==> src/include/fifo_port_defines.vh <==
// constants for the port timing select and test access port block
`ifndef FIFO_PORT_DEFINES_VH
`define FIFO_PORT_DEFINES_VH
`define SYNC_PIN_COUNT    13
`define IR_WIDTH          4
`define IDCODE_WIDTH      32
`define IR_CAPTURE_VALUE  4'h1
`define IR_IDCODE         4'h2
`define IR_BYPASS         4'hF
`define IDCODE_DEFAULT    32'h0000_0001
`define TMS_RESET_HIGHS   3'h5
`endif

==> src/logic/pin_sync.v <==
// two-flop synchroniser for a group of independent pin levels
`default_nettype none
module pin_sync #(
    parameter W = 1
) (
    input  wire         clk,
    input  wire         rst_n,
    input  wire [W-1:0] pin_in,
    output wire [W-1:0] pin_sync_out
);
    genvar i;
    generate
        for (i = 0; i < W; i = i + 1) begin : g_bit
            reg meta_r;
            reg stable_r;
            always @(posedge clk or negedge rst_n) begin
                if (!rst_n) begin
                    meta_r   <= 1'b0;
                    stable_r <= 1'b0;
                end else begin
                    meta_r   <= pin_in[i];
                    stable_r <= meta_r;
                end
            end
            assign pin_sync_out[i] = stable_r;
        end
    endgenerate
endmodule // pin_sync
`default_nettype wire

==> src/logic/fifo_port_tap.v <==
// port timing selection at master reset and the boundary-scan test access port
`default_nettype none
`include "fifo_port_defines.vh"
module fifo_port_tap #(
    parameter [`IDCODE_WIDTH-1:0] IDCODE_VALUE = `IDCODE_DEFAULT // arbitrary value
) (
    input  wire       clk,
    input  wire       arst_n,
    input  wire       master_reset_n,
    input  wire       read_port_timing_select_n,
    input  wire       write_port_timing_select_n,
    input  wire       rclk_rd,
    input  wire       ren_n,
    input  wire       wclk_wr,
    input  wire       wen_n,
    input  wire       tck,
    input  wire       tms,
    input  wire       tms_open,
    input  wire       tdi,
    input  wire       tdi_open,
    input  wire       trst_n,
    output reg        sync_read_mode_r,
    output reg        sync_write_mode_r,
    output reg        read_word_r,
    output reg        write_word_r,
    output reg        data_out_oe_r,
    output reg        tap_ready_r,
    output reg  [3:0] tap_state_r,
    output reg        tdo_r,
    output reg        tdo_oe_r
);
    localparam [3:0] S_TLR  = 4'h0;
    localparam [3:0] S_RTI  = 4'h1;
    localparam [3:0] S_SDRS = 4'h2;
    localparam [3:0] S_CDR  = 4'h3;
    localparam [3:0] S_SDR  = 4'h4;
    localparam [3:0] S_E1DR = 4'h5;
    localparam [3:0] S_PDR  = 4'h6;
    localparam [3:0] S_E2DR = 4'h7;
    localparam [3:0] S_UDR  = 4'h8;
    localparam [3:0] S_SIRS = 4'h9;
    localparam [3:0] S_CIR  = 4'hA;
    localparam [3:0] S_SIR  = 4'hB;
    localparam [3:0] S_E1IR = 4'hC;
    localparam [3:0] S_PIR  = 4'hD;
    localparam [3:0] S_E2IR = 4'hE;
    localparam [3:0] S_UIR  = 4'hF;

    // block reset: asynchronous assert, released through two flops
    reg  [1:0] rst_pipe_r;
    wire       rst_n;
    always @(posedge clk or negedge arst_n) begin
        if (!arst_n) begin
            rst_pipe_r <= 2'b00;
        end else begin
            rst_pipe_r <= {rst_pipe_r[0], 1'b1};
        end
    end
    assign rst_n = rst_pipe_r[1];

    // test reset asserts at once, without any tck edge, and releases through two flops
    reg  [1:0] trst_pipe_r;
    wire       tap_rst_n;
    always @(posedge clk or negedge trst_n) begin
        if (!trst_n) begin
            trst_pipe_r <= 2'b00;
        end else begin
            trst_pipe_r <= {trst_pipe_r[0], 1'b1};
        end
    end
    assign tap_rst_n = trst_pipe_r[1] & rst_n;

    // every pin level crosses into clk through two flops; both resets go in inverted so
    // a cleared synchroniser reads as reset released, never as a false reset
    wire [`SYNC_PIN_COUNT-1:0] pins_s;
    pin_sync #(
        .W (`SYNC_PIN_COUNT)
    ) u_sync (
        .clk          (clk),
        .rst_n        (rst_n),
        .pin_in       ({~trst_n, tdi_open, tms_open, tdi, tms, tck, wen_n, wclk_wr, ren_n, rclk_rd,
                        write_port_timing_select_n, read_port_timing_select_n, ~master_reset_n}),
        .pin_sync_out (pins_s)
    );
    wire mrs_n_s   = ~pins_s[0];
    wire rsel_s    = pins_s[1];
    wire wsel_s    = pins_s[2];
    wire rclk_s    = pins_s[3];
    wire ren_n_s   = pins_s[4];
    wire wclk_s    = pins_s[5];
    wire wen_n_s   = pins_s[6];
    wire tck_s     = pins_s[7];
    wire tms_raw_s = pins_s[8];
    wire tdi_raw_s = pins_s[9];
    wire tms_s     = tms_raw_s | pins_s[10];
    wire tdi_s     = tdi_raw_s | pins_s[11];
    wire trst_n_s  = ~pins_s[12];

    // edge finders look only at synchronised copies
    reg  tck_d_r;
    reg  rclk_d_r;
    reg  wclk_d_r;
    always @(posedge clk or negedge rst_n) begin
        if (!rst_n) begin
            tck_d_r  <= 1'b0;
            rclk_d_r <= 1'b0;
            wclk_d_r <= 1'b0;
        end else begin
            tck_d_r  <= tck_s;
            rclk_d_r <= rclk_s;
            wclk_d_r <= wclk_s;
        end
    end
    wire tck_rise  = tck_s & ~tck_d_r;
    wire tck_fall  = ~tck_s & tck_d_r;
    wire rclk_rise = rclk_s & ~rclk_d_r;
    wire wclk_rise = wclk_s & ~wclk_d_r;

    // port timing selection; pins are meant to stay put after master reset, so only
    // the value seen while reset is held counts
    always @(posedge clk or negedge rst_n) begin
        if (!rst_n) begin
            sync_read_mode_r  <= 1'b1;
            sync_write_mode_r <= 1'b1;
        end else if (!mrs_n_s) begin
            sync_read_mode_r  <= rsel_s;
            sync_write_mode_r <= wsel_s;
        end
    end

    // one word per qualified edge; async mode ignores the enables, which are tied active
    always @(posedge clk or negedge rst_n) begin
        if (!rst_n) begin
            read_word_r  <= 1'b0;
        end else begin
            read_word_r  <= mrs_n_s & rclk_rise & (~sync_read_mode_r | ~ren_n_s);
        end
    end

    // nothing is written while master reset is held, whatever the strobe does
    always @(posedge clk or negedge rst_n) begin
        if (!rst_n) begin
            write_word_r <= 1'b0;
        end else begin
            write_word_r <= mrs_n_s & wclk_rise & (~sync_write_mode_r | ~wen_n_s);
        end
    end

    // controller next state
    reg [3:0] state_nxt;
    always @* begin
        case (tap_state_r)
            S_TLR:   state_nxt = tms_s ? S_TLR  : S_RTI;
            S_RTI:   state_nxt = tms_s ? S_SDRS : S_RTI;
            S_SDRS:  state_nxt = tms_s ? S_SIRS : S_CDR;
            S_CDR:   state_nxt = tms_s ? S_E1DR : S_SDR;
            S_SDR:   state_nxt = tms_s ? S_E1DR : S_SDR;
            S_E1DR:  state_nxt = tms_s ? S_UDR  : S_PDR;
            S_PDR:   state_nxt = tms_s ? S_E2DR : S_PDR;
            S_E2DR:  state_nxt = tms_s ? S_UDR  : S_SDR;
            S_UDR:   state_nxt = tms_s ? S_SDRS : S_RTI;
            S_SIRS:  state_nxt = tms_s ? S_TLR  : S_CIR;
            S_CIR:   state_nxt = tms_s ? S_E1IR : S_SIR;
            S_SIR:   state_nxt = tms_s ? S_E1IR : S_SIR;
            S_E1IR:  state_nxt = tms_s ? S_UIR  : S_PIR;
            S_PIR:   state_nxt = tms_s ? S_E2IR : S_PIR;
            S_E2IR:  state_nxt = tms_s ? S_UIR  : S_SIR;
            S_UIR:   state_nxt = tms_s ? S_SDRS : S_RTI;
            default: state_nxt = S_TLR;
        endcase
    end

    // state and scan registers advance only on a tck rise
    reg  [`IR_WIDTH-1:0]     ir_shift_r;
    reg  [`IR_WIDTH-1:0]     ir_r;
    reg  [`IDCODE_WIDTH-1:0] id_shift_r;
    reg                      bypass_r;
    wire                     sel_id = (ir_r == `IR_IDCODE);
    always @(posedge clk or negedge tap_rst_n) begin
        if (!tap_rst_n) begin
            tap_state_r <= S_TLR;
            ir_shift_r  <= `IR_CAPTURE_VALUE;
            ir_r        <= `IR_IDCODE;
            id_shift_r  <= IDCODE_VALUE;
            bypass_r    <= 1'b0;
        end else if (tck_rise) begin
            tap_state_r <= state_nxt;
            case (tap_state_r)
                S_TLR: begin
                    ir_r <= `IR_IDCODE;
                end
                S_CIR: begin
                    ir_shift_r <= `IR_CAPTURE_VALUE;
                end
                S_SIR: begin
                    ir_shift_r <= {tdi_s, ir_shift_r[`IR_WIDTH-1:1]};
                end
                S_UIR: begin
                    ir_r <= ir_shift_r;
                end
                S_CDR: begin
                    id_shift_r <= IDCODE_VALUE;
                    bypass_r   <= 1'b0;
                end
                S_SDR: begin
                    if (sel_id) begin
                        id_shift_r <= {tdi_s, id_shift_r[`IDCODE_WIDTH-1:1]};
                    end else begin
                        bypass_r <= tdi_s;
                    end
                end
                default: begin
                    bypass_r <= bypass_r;
                end
            endcase
        end
    end

    // count tms highs in a row; only five of them reach test-logic-reset from any
    // state, while a shorter run may pass through it from a state not yet known;
    // the count saturates so a long run of highs keeps the walk marked done
    reg  [2:0] tms_ones_r;
    wire       tms_walk_done = (tms_ones_r == `TMS_RESET_HIGHS);
    always @(posedge clk or negedge rst_n) begin
        if (!rst_n) begin
            tms_ones_r <= 3'h0;
        end else if (tck_rise) begin
            if (!tms_s) begin
                tms_ones_r <= 3'h0;
            end else if (!tms_walk_done) begin
                tms_ones_r <= tms_ones_r + 3'h1;
            end
        end
    end

    // the power-up state is not trusted: only a test reset or the tms walk into
    // test-logic-reset marks the controller as known
    always @(posedge clk or negedge rst_n) begin
        if (!rst_n) begin
            tap_ready_r <= 1'b0;
        end else if (!trst_n_s) begin
            tap_ready_r <= 1'b1;
        end else if (tms_walk_done) begin
            tap_ready_r <= 1'b1;
        end
    end

    // fifo data outputs stay released until the controller is known
    always @(posedge clk or negedge rst_n) begin
        if (!rst_n) begin
            data_out_oe_r <= 1'b0;
        end else begin
            data_out_oe_r <= tap_ready_r;
        end
    end

    // tdo and its enable move on the falling edge, half a tck after the shift
    wire shifting_ir = (tap_state_r == S_SIR);
    wire shifting_dr = (tap_state_r == S_SDR);
    reg  tdo_nxt;
    reg  tdo_oe_nxt;
    // worked out every cycle but taken only on a tck fall, so tdo holds through the
    // whole half period in which the board controller samples it
    always @* begin
        tdo_oe_nxt = tap_ready_r & (shifting_ir | shifting_dr);
        if (shifting_ir) begin
            tdo_nxt = ir_shift_r[0];
        end else if (sel_id) begin
            tdo_nxt = id_shift_r[0];
        end else begin
            tdo_nxt = bypass_r;
        end
    end

    // test reset drops the enable at once; it comes back only on a later shift
    always @(posedge clk or negedge tap_rst_n) begin
        if (!tap_rst_n) begin
            tdo_r    <= 1'b0;
            tdo_oe_r <= 1'b0;
        end else if (tck_fall) begin
            tdo_oe_r <= tdo_oe_nxt;
            tdo_r    <= tdo_nxt;
        end
    end
endmodule // fifo_port_tap
`default_nettype wire

==> config.mk <==
export PLATFORM = sky130hd
export DESIGN_NAME = fifo_port_tap
export DESIGN_NICKNAME = d
export VERILOG_FILES = /design/src/logic/pin_sync.v /design/src/logic/fifo_port_tap.v
export VERILOG_INCLUDE_DIRS = /design/src /design/src/include
export SDC_FILE = /design/constraint.sdc
export NUM_CORES = 1
export LEC_CHECK = 0
export BUFFER_PORTS_ARGS = -buffer_cell sky130_fd_sc_hd__buf_2
export CAP_MARGIN = 10
export CORE_MARGIN = 4
export CORE_UTILIZATION = 60
export CTS_BUF_LIST = sky130_fd_sc_hd__clkbuf_8
export CTS_CLUSTER_DIAMETER = 120
export DETAILED_ROUTE_END_ITERATION = 8
export PLACE_DENSITY = 0.83
export SKIP_CTS_REPAIR_TIMING = 1
export SLEW_MARGIN = 20
export SYNTH_ARGS = -nofsm -noshare
export SYNTH_HDL_FRONTEND = slang
export SYNTH_SLANG_ARGS = --single-unit
==> constraint.sdc <==
create_clock -name clk -period 3.7 [get_ports clk]
set_input_delay 0.74 -clock clk [delete_from_list [all_inputs] [get_ports clk]]
set_output_delay 0.74 -clock clk [all_outputs]
set_load 0.1 [all_outputs]
==> results of run 1 <==
## worst paths after layout
path | end | cells after the start | startpoint
max | id_shift_r[31]$_DFFE_PN0P_ | 4 | tap_state_r[0]$_DFFE_PN0P_
min | rst_pipe_r[1]$_DFF_PN0_ | 1 | arst_n
max reg2reg | id_shift_r[31]$_DFFE_PN0P_ | 4 | tap_state_r[0]$_DFFE_PN0P_
min reg2reg | u_sync.g_bit[8].stable_r$_DFF_PN0_ | 1 | rst_pipe_r[1]$_DFF_PN0_
max in group asynchronous | id_shift_r[5]$_DFFE_PN0P_ | 2 | rst_pipe_r[1]$_DFF_PN0_
min in group clk | u_sync.g_bit[1].stable_r$_DFF_PN0_ | 0 | u_sync.g_bit[1].meta_r$_DFF_PN0_
## kinds of logic after synthesis
kind of cell               Yosys count
adders and majority gates            2
other                                1
buffers and inverters               23
and+or+nand+nor                     58
AOI/OAI and AO/OA                   77
DFF                                 89
muxes                                5
## layout by cell type (no fill, tap or decap), types with 3 or more instances in the layout
| cell type | instances |
|---|---|
| a22o_1 | 33 |
| buf_2 | 26 |
| dfstp_2 | 5 |
| clkbuf_8 | 9 |
| nor2_1 | 13 |
| nand2_1 | 20 |
| o21ai_1 | 4 |
| and3_1 | 3 |
| a21oi_1 | 11 |
| nand2b_1 | 3 |
| o21ai_0 | 14 |
| dfrtp_1 | 84 |
| nor2b_1 | 3 |
| inv_1 | 9 |
| mux2_2 | 3 |
## per-layer routing
layer  track usage  vias to the layer above  part of all wire
met5             0                        -                 0
met3        0.0521                        7             0.045
met4        0.0648                        0             0.014
met2         0.262                       49              0.46
met1         0.265                      986              0.48
li1              -                      966                 -
## sequential cells by signal (all words and copies together), names as in the netlist
name                   flops
sync_read_mode_r           1
wclk_d_r                   1
bypass_r                   1
id_shift_r                32
ir_shift_r                 4
tap_ready_r                1
trst_pipe_r                2
rclk_d_r                   1
data_out_oe_r              1
read_word_r                1
u_sync.g_bit.stable_r     13
tdo_r                      1
ir_r                       4
tck_d_r                    1
u_sync.g_bit.meta_r       13
tdo_oe_r                   1
rst_pipe_r                 2
write_word_r               1
tms_ones_r                 3
sync_write_mode_r          1
tap_state_r                4
## per-stage QoR
stage               total power [mW]  worst slack, ps
detailed placement              1.84             1280
CTS                             2.55             1260
finish                          2.54             1230
floorplan                       1.73             1030
global placement                1.82             1330
global route                    2.67              991
## report_power, final
part | switching (mW) | leakage [nW] | internal (mW) | total (mW)
sequential | 0.140 | 1.12 | 1.07 | 1.21
combinational | 0.440 | 0.504 | 0.168 | 0.608
clock | 0.336 | 0.111 | 0.382 | 0.718
total | 0.916 | 1.74 | 1.62 | 2.54
## cell type report
cell class	instances	area share
clock inverter	7	0.0256
tap	70	0.0239
multi-input combinational	144	0.261
sequential	89	0.608
timing repair buffer	28	0.0395
clock buffer	9	0.0337
inverter	8	0.00818
## worst max-delay path, cell delays in order (launching register included)
cell     delay, ps
dfrtp_1        810
and3b_1        290
a31oi_1         40
or3_1          740
mux2_1         470
==> metrics.md, run 1 <==
| Metric | Value |
|---|---|
| Nets | `297` |
| Initial core utilization | `0.631` |
| Via count | `2008` |
| Final period util | `0.668` |
| # IOs | `27` |
| Final WL | `5.36 mm` |
| CTS tree | `built` |
| Mean area per synthesized cell | `13.0 um^2` |
| Clock root buffer | `clkbuf_8` |
| Post-Synth Adder-Cell Area | `0.00757` |
| YS warnings | `0` |
| Final Instance Count excl. Fillers | `355` |
| Fill count | `380` |
| CP Launch Type | `flop` |
| Final Max Tran Viols | `0` |
| Yosys top cell by area | `dfrtp_1` |
| Endpoints failing setup | `0` |
| Post-Syn Area | `3310 um^2` |
| Simple-gate area share of the yosys netlist | `0.0942` |
| Share of the synthesized area in the top cell type | `0.636` |
| Largest net degree at the start of global routing | `48` |
| Layout Area Growth over Synthesis | `11.1%` |
| CP endpoint kind | `flop` |
| Xor/xnor cell area share of the yosys netlist | `0` |
| Final Critical Period | `2470 ps` |
| CTS Buffer Depth | `2` |
| Dpl cells | `339` |
| Layout cell share with drive strength beyond 1 | `0.189` |
| Clk_lat worst skew | `350 ps` |
| Critical path data required time | `3930 ps` |
| Setup CP Type | `reg -> reg` |
| Status | `finished clean` |
| Synthesized netlist cell count | `255` |
| Peak VDD IR | `430 uV` |
| Die Y | `82.2 um` |
| Register bit count reported by yosys | `89` |
| Vias in the first global route | `1904` |
| TNS Setup | `0 ps` |
| DR iter-0 viols | `108` |
| Clk sink count | `89` |
| Commonest cells post-synth | `dfrtp_1, a22o_1, nand2_1` |
| Total CTS buffers | `9` |
| DIE WIDTH | `82.2 um` |
| Post-synthesis sequential area ratio | `0.676` |
| Flop2flop setup slack | `1230 ps` |
| Power Density | `692 nW/um^2` |
| Via density | `5.66` |
| First-pass GRT wire length | `9.15 mm` |
| HP Class | `in -> async` |
| DRC | `0` |
| Max cap viols | `0` |
| Min Hold Slack | `164 ps` |
| Number of synthesized flops with an enable pin | `0` |
| # rows | `26` |
| Hpwl dp | `3.40 mm` |
| Relative slew slack | `0.323` |
| Count leader, synth | `dfrtp_1` |
| Remaining Overflow, GRT | `0` |
| Diode count | `0` |
| Final core occ | `0.701` |
| Clock-pin slew on the worst setup and hold paths | `90 ps` |
| Total GRT Usage | `0.182` |
| Area of the multi-input gates | `957 um^2` |
| Storage cell area | `2230 um^2` |
| Worst-path maximum fanout | `32` |
| Arr. time, crit path | `2700 ps` |
| Final GP Congestion | `0.823` |
| Achievable frequency | `405 MHz` |
| IO Port Bufs | `26` |
| Mux contribution to synthesized area | `0.0167` |
| Core ar. | `5240 um^2` |
| RSZ-0062 raised after global routing | `false` |
| Initial antenna violation count | `0` |
| Routed Antenna Nets | `0` |
| Placement Cell Area | `3450 um^2` |
| Main combinational cell family by area after synthesis | `compound AO/OA/AOI/OAI gates` |
| H-tree levels | `3` |
| Top cells by area, synth | `dfrtp_1, a22o_1, dfstp_2` |
| Die ar. | `6760 um^2` |
| Worst Skew | `12.2 ps` |
| Final instance area | `3670 um^2` |
| Routed len/inst | `15.1 um` |
| Yosys cell types | `46` |
| Top_reg_cell synth | `dfrtp_1` |
| Leak Pwr | `1.74 nW` |
| Synth Area in Compound Gates | `0.168` |
| Final hold vios | `0` |
| Drt first pass iters | `4` |
| Post-synth ARST share | `1.00` |
| Actual slew at the worst max-slew pin | `1010 ps` |
Power figures use the tool's default switching activity.
==> inputs of run 2 (changes only) <==
Clock period 3.7 ns to 2.38 ns, I/O delays scaled along.
==> metrics.md, run 2 (same netlist as run 1, synthesis figures left out) <==
| Metric | Value |
|---|---|
| CTS tree | `built` |
| Endpoints failing setup | `0` |
| Hpwl dp | `3.85 mm` |
| CP Launch Type | `flop` |
| Relative slew slack | `0.635` |
| TNS Setup | `0 ps` |
| Peak VDD IR | `877 uV` |
| Initial antenna violation count | `0` |
| Via count | `2106` |
| Most frequent cells in the layout | `dfrtp_1, a22o_1, buf_2, nand2_1, o21ai_0` |
| Total GRT Usage | `0.199` |
| R2r endpoint | `id_shift_r[30]$_DFFE_PN0P_` |
| Routed len/inst | `15.8 um` |
| Commonest non-fill, non-tap cell in the layout | `dfrtp_1` |
| Status | `finished clean` |
| Worst Skew | `7.93 ps` |
| # rows | `26` |
| Final period util | `0.867` |
| IO Port Bufs | `26` |
| Diode count | `0` |
| Die Y | `82.2 um` |
| Via density | `5.79` |
| Setup crit end | `tap_state_r[0]` |
| Critical path data required time | `1900 ps` |
| Clock root buffer | `clkbuf_8` |
| Flop2flop setup slack | `460 ps` |
| CTS Buffer Depth | `2` |
| Actual slew at the worst max-slew pin | `546 ps` |
| RSZ-0062 raised after global routing | `false` |
| Core ar. | `5240 um^2` |
| Clk sink count | `89` |
| Max cap viols | `0` |
| Routed Antenna Nets | `0` |
| Clk_lat worst skew | `350 ps` |
| DR iter-0 viols | `140` |
| Final core occ | `0.711` |
| Placement Cell Area | `3510 um^2` |
| # IOs | `27` |
| Largest Register | `id_shift_r` |
| Fill count | `355` |
| Setup CP Type | `reg -> out` |
| Final GP Congestion | `0.849` |
| Worst Setup SP | `tap_state_r[0]$_DFFE_PN0P_` |
| Layout cell share with drive strength beyond 1 | `0.211` |
| Power Density | `1050 nW/um^2` |
| Final Critical Period | `2060 ps` |
| Final WL | `5.74 mm` |
| Overall Power | `3.90 mW` |
| Achievable frequency | `484 MHz` |
| Nets | `307` |
| Final hold vios | `0` |
| Clock-pin slew on the worst setup and hold paths | `80 ps` |
| First-pass GRT wire length | `10.0 mm` |
| Top flop regs | `id_shift_r x32, u_sync.g_bit.meta_r x13, u_sync.g_bit.stable_r x13` |
| Max reg flops | `32` |
| Arr. time, crit path | `1590 ps` |
| Layout Area Growth over Synthesis | `12.6%` |
| Die ar. | `6760 um^2` |
| Drt first pass iters | `4` |
| DRC | `0` |
| Leak Pwr | `1.76 nW` |
| H-tree levels | `3` |
| Initial core utilization | `0.631` |
| Final instance area | `3720 um^2` |
| Critical R2R Launch | `tap_state_r[0]$_DFFE_PN0P_` |
| Final Max Tran Viols | `0` |
| Remaining Overflow, GRT | `0` |
| CP endpoint kind | `primary output` |
| Total CTS buffers | `9` |
| Largest net degree at the start of global routing | `39` |
| Reg2Reg Depth | `5` |
| DIE WIDTH | `82.2 um` |
| Worst-path maximum fanout | `18` |
| Vias in the first global route | `2122` |
| HP Class | `in -> reg` |
run 2: cell type report:
cell class                 instances  area, um^2  share of cell area
multi-input combinational        144         956               0.257
clock inverter                     6        67.6              0.0181
sequential                        89        2230               0.600
tap                               70        87.6              0.0235
clock buffer                       9         124              0.0333
timing repair buffer              38         225              0.0605
inverter                           8        30.0             0.00806
run 2: stage by stage:
step | hold WS, ps | setup slack [ps] | std cells
2_1_floorplan | 180 | 118 | 256
3_3_place_gp | 263 | 535 | 347
3_5_place_dp | 264 | 493 | 347
4_1_cts | -106 | 316 | 362
5_1_grt | 215 | 233 | 364
6_report | 231 | 316 | 364
run 2: layer usage:
layer,part of all wire,vias up,track usage,routed length (um)
met1,0.45,1027,0.271,2560
met3,0.051,15,0.0358,295
li1,-,989,-,-
met2,0.48,75,0.318,2780
met4,0.019,0,0.0847,110
met5,0,-,0,0
run 2: worst min path at each step:
stage | start | slack [ps] | depth (start not counted) | end
floorplan | arst_n | 180 | 0 | rst_pipe_r[0]$_DFF_PN0_
global placement | arst_n | 260 | 1 | rst_pipe_r[0]$_DFF_PN0_
detailed placement | arst_n | 260 | 1 | rst_pipe_r[0]$_DFF_PN0_
CTS | arst_n | -110 | 1 | rst_pipe_r[0]$_DFF_PN0_
global route | tck | 220 | 1 | u_sync.g_bit[7].meta_r$_DFF_PN0_
finish | tms | 230 | 1 | u_sync.g_bit[8].meta_r$_DFF_PN0_
run 2: critical path, stage by stage (launching register included):
cell and delay [ps]:
dfrtp_1 510, buf_4 270, buf_2 450
run 2: power breakdown:
| group | switching [mW] | total [mW] | leakage [nW] | internal, mW |
|---|---|---|---|---|
| clock | 0.510 | 0.995 | 0.0921 | 0.484 |
| sequential | 0.119 | 1.79 | 1.12 | 1.67 |
| combinational | 0.809 | 1.12 | 0.550 | 0.308 |
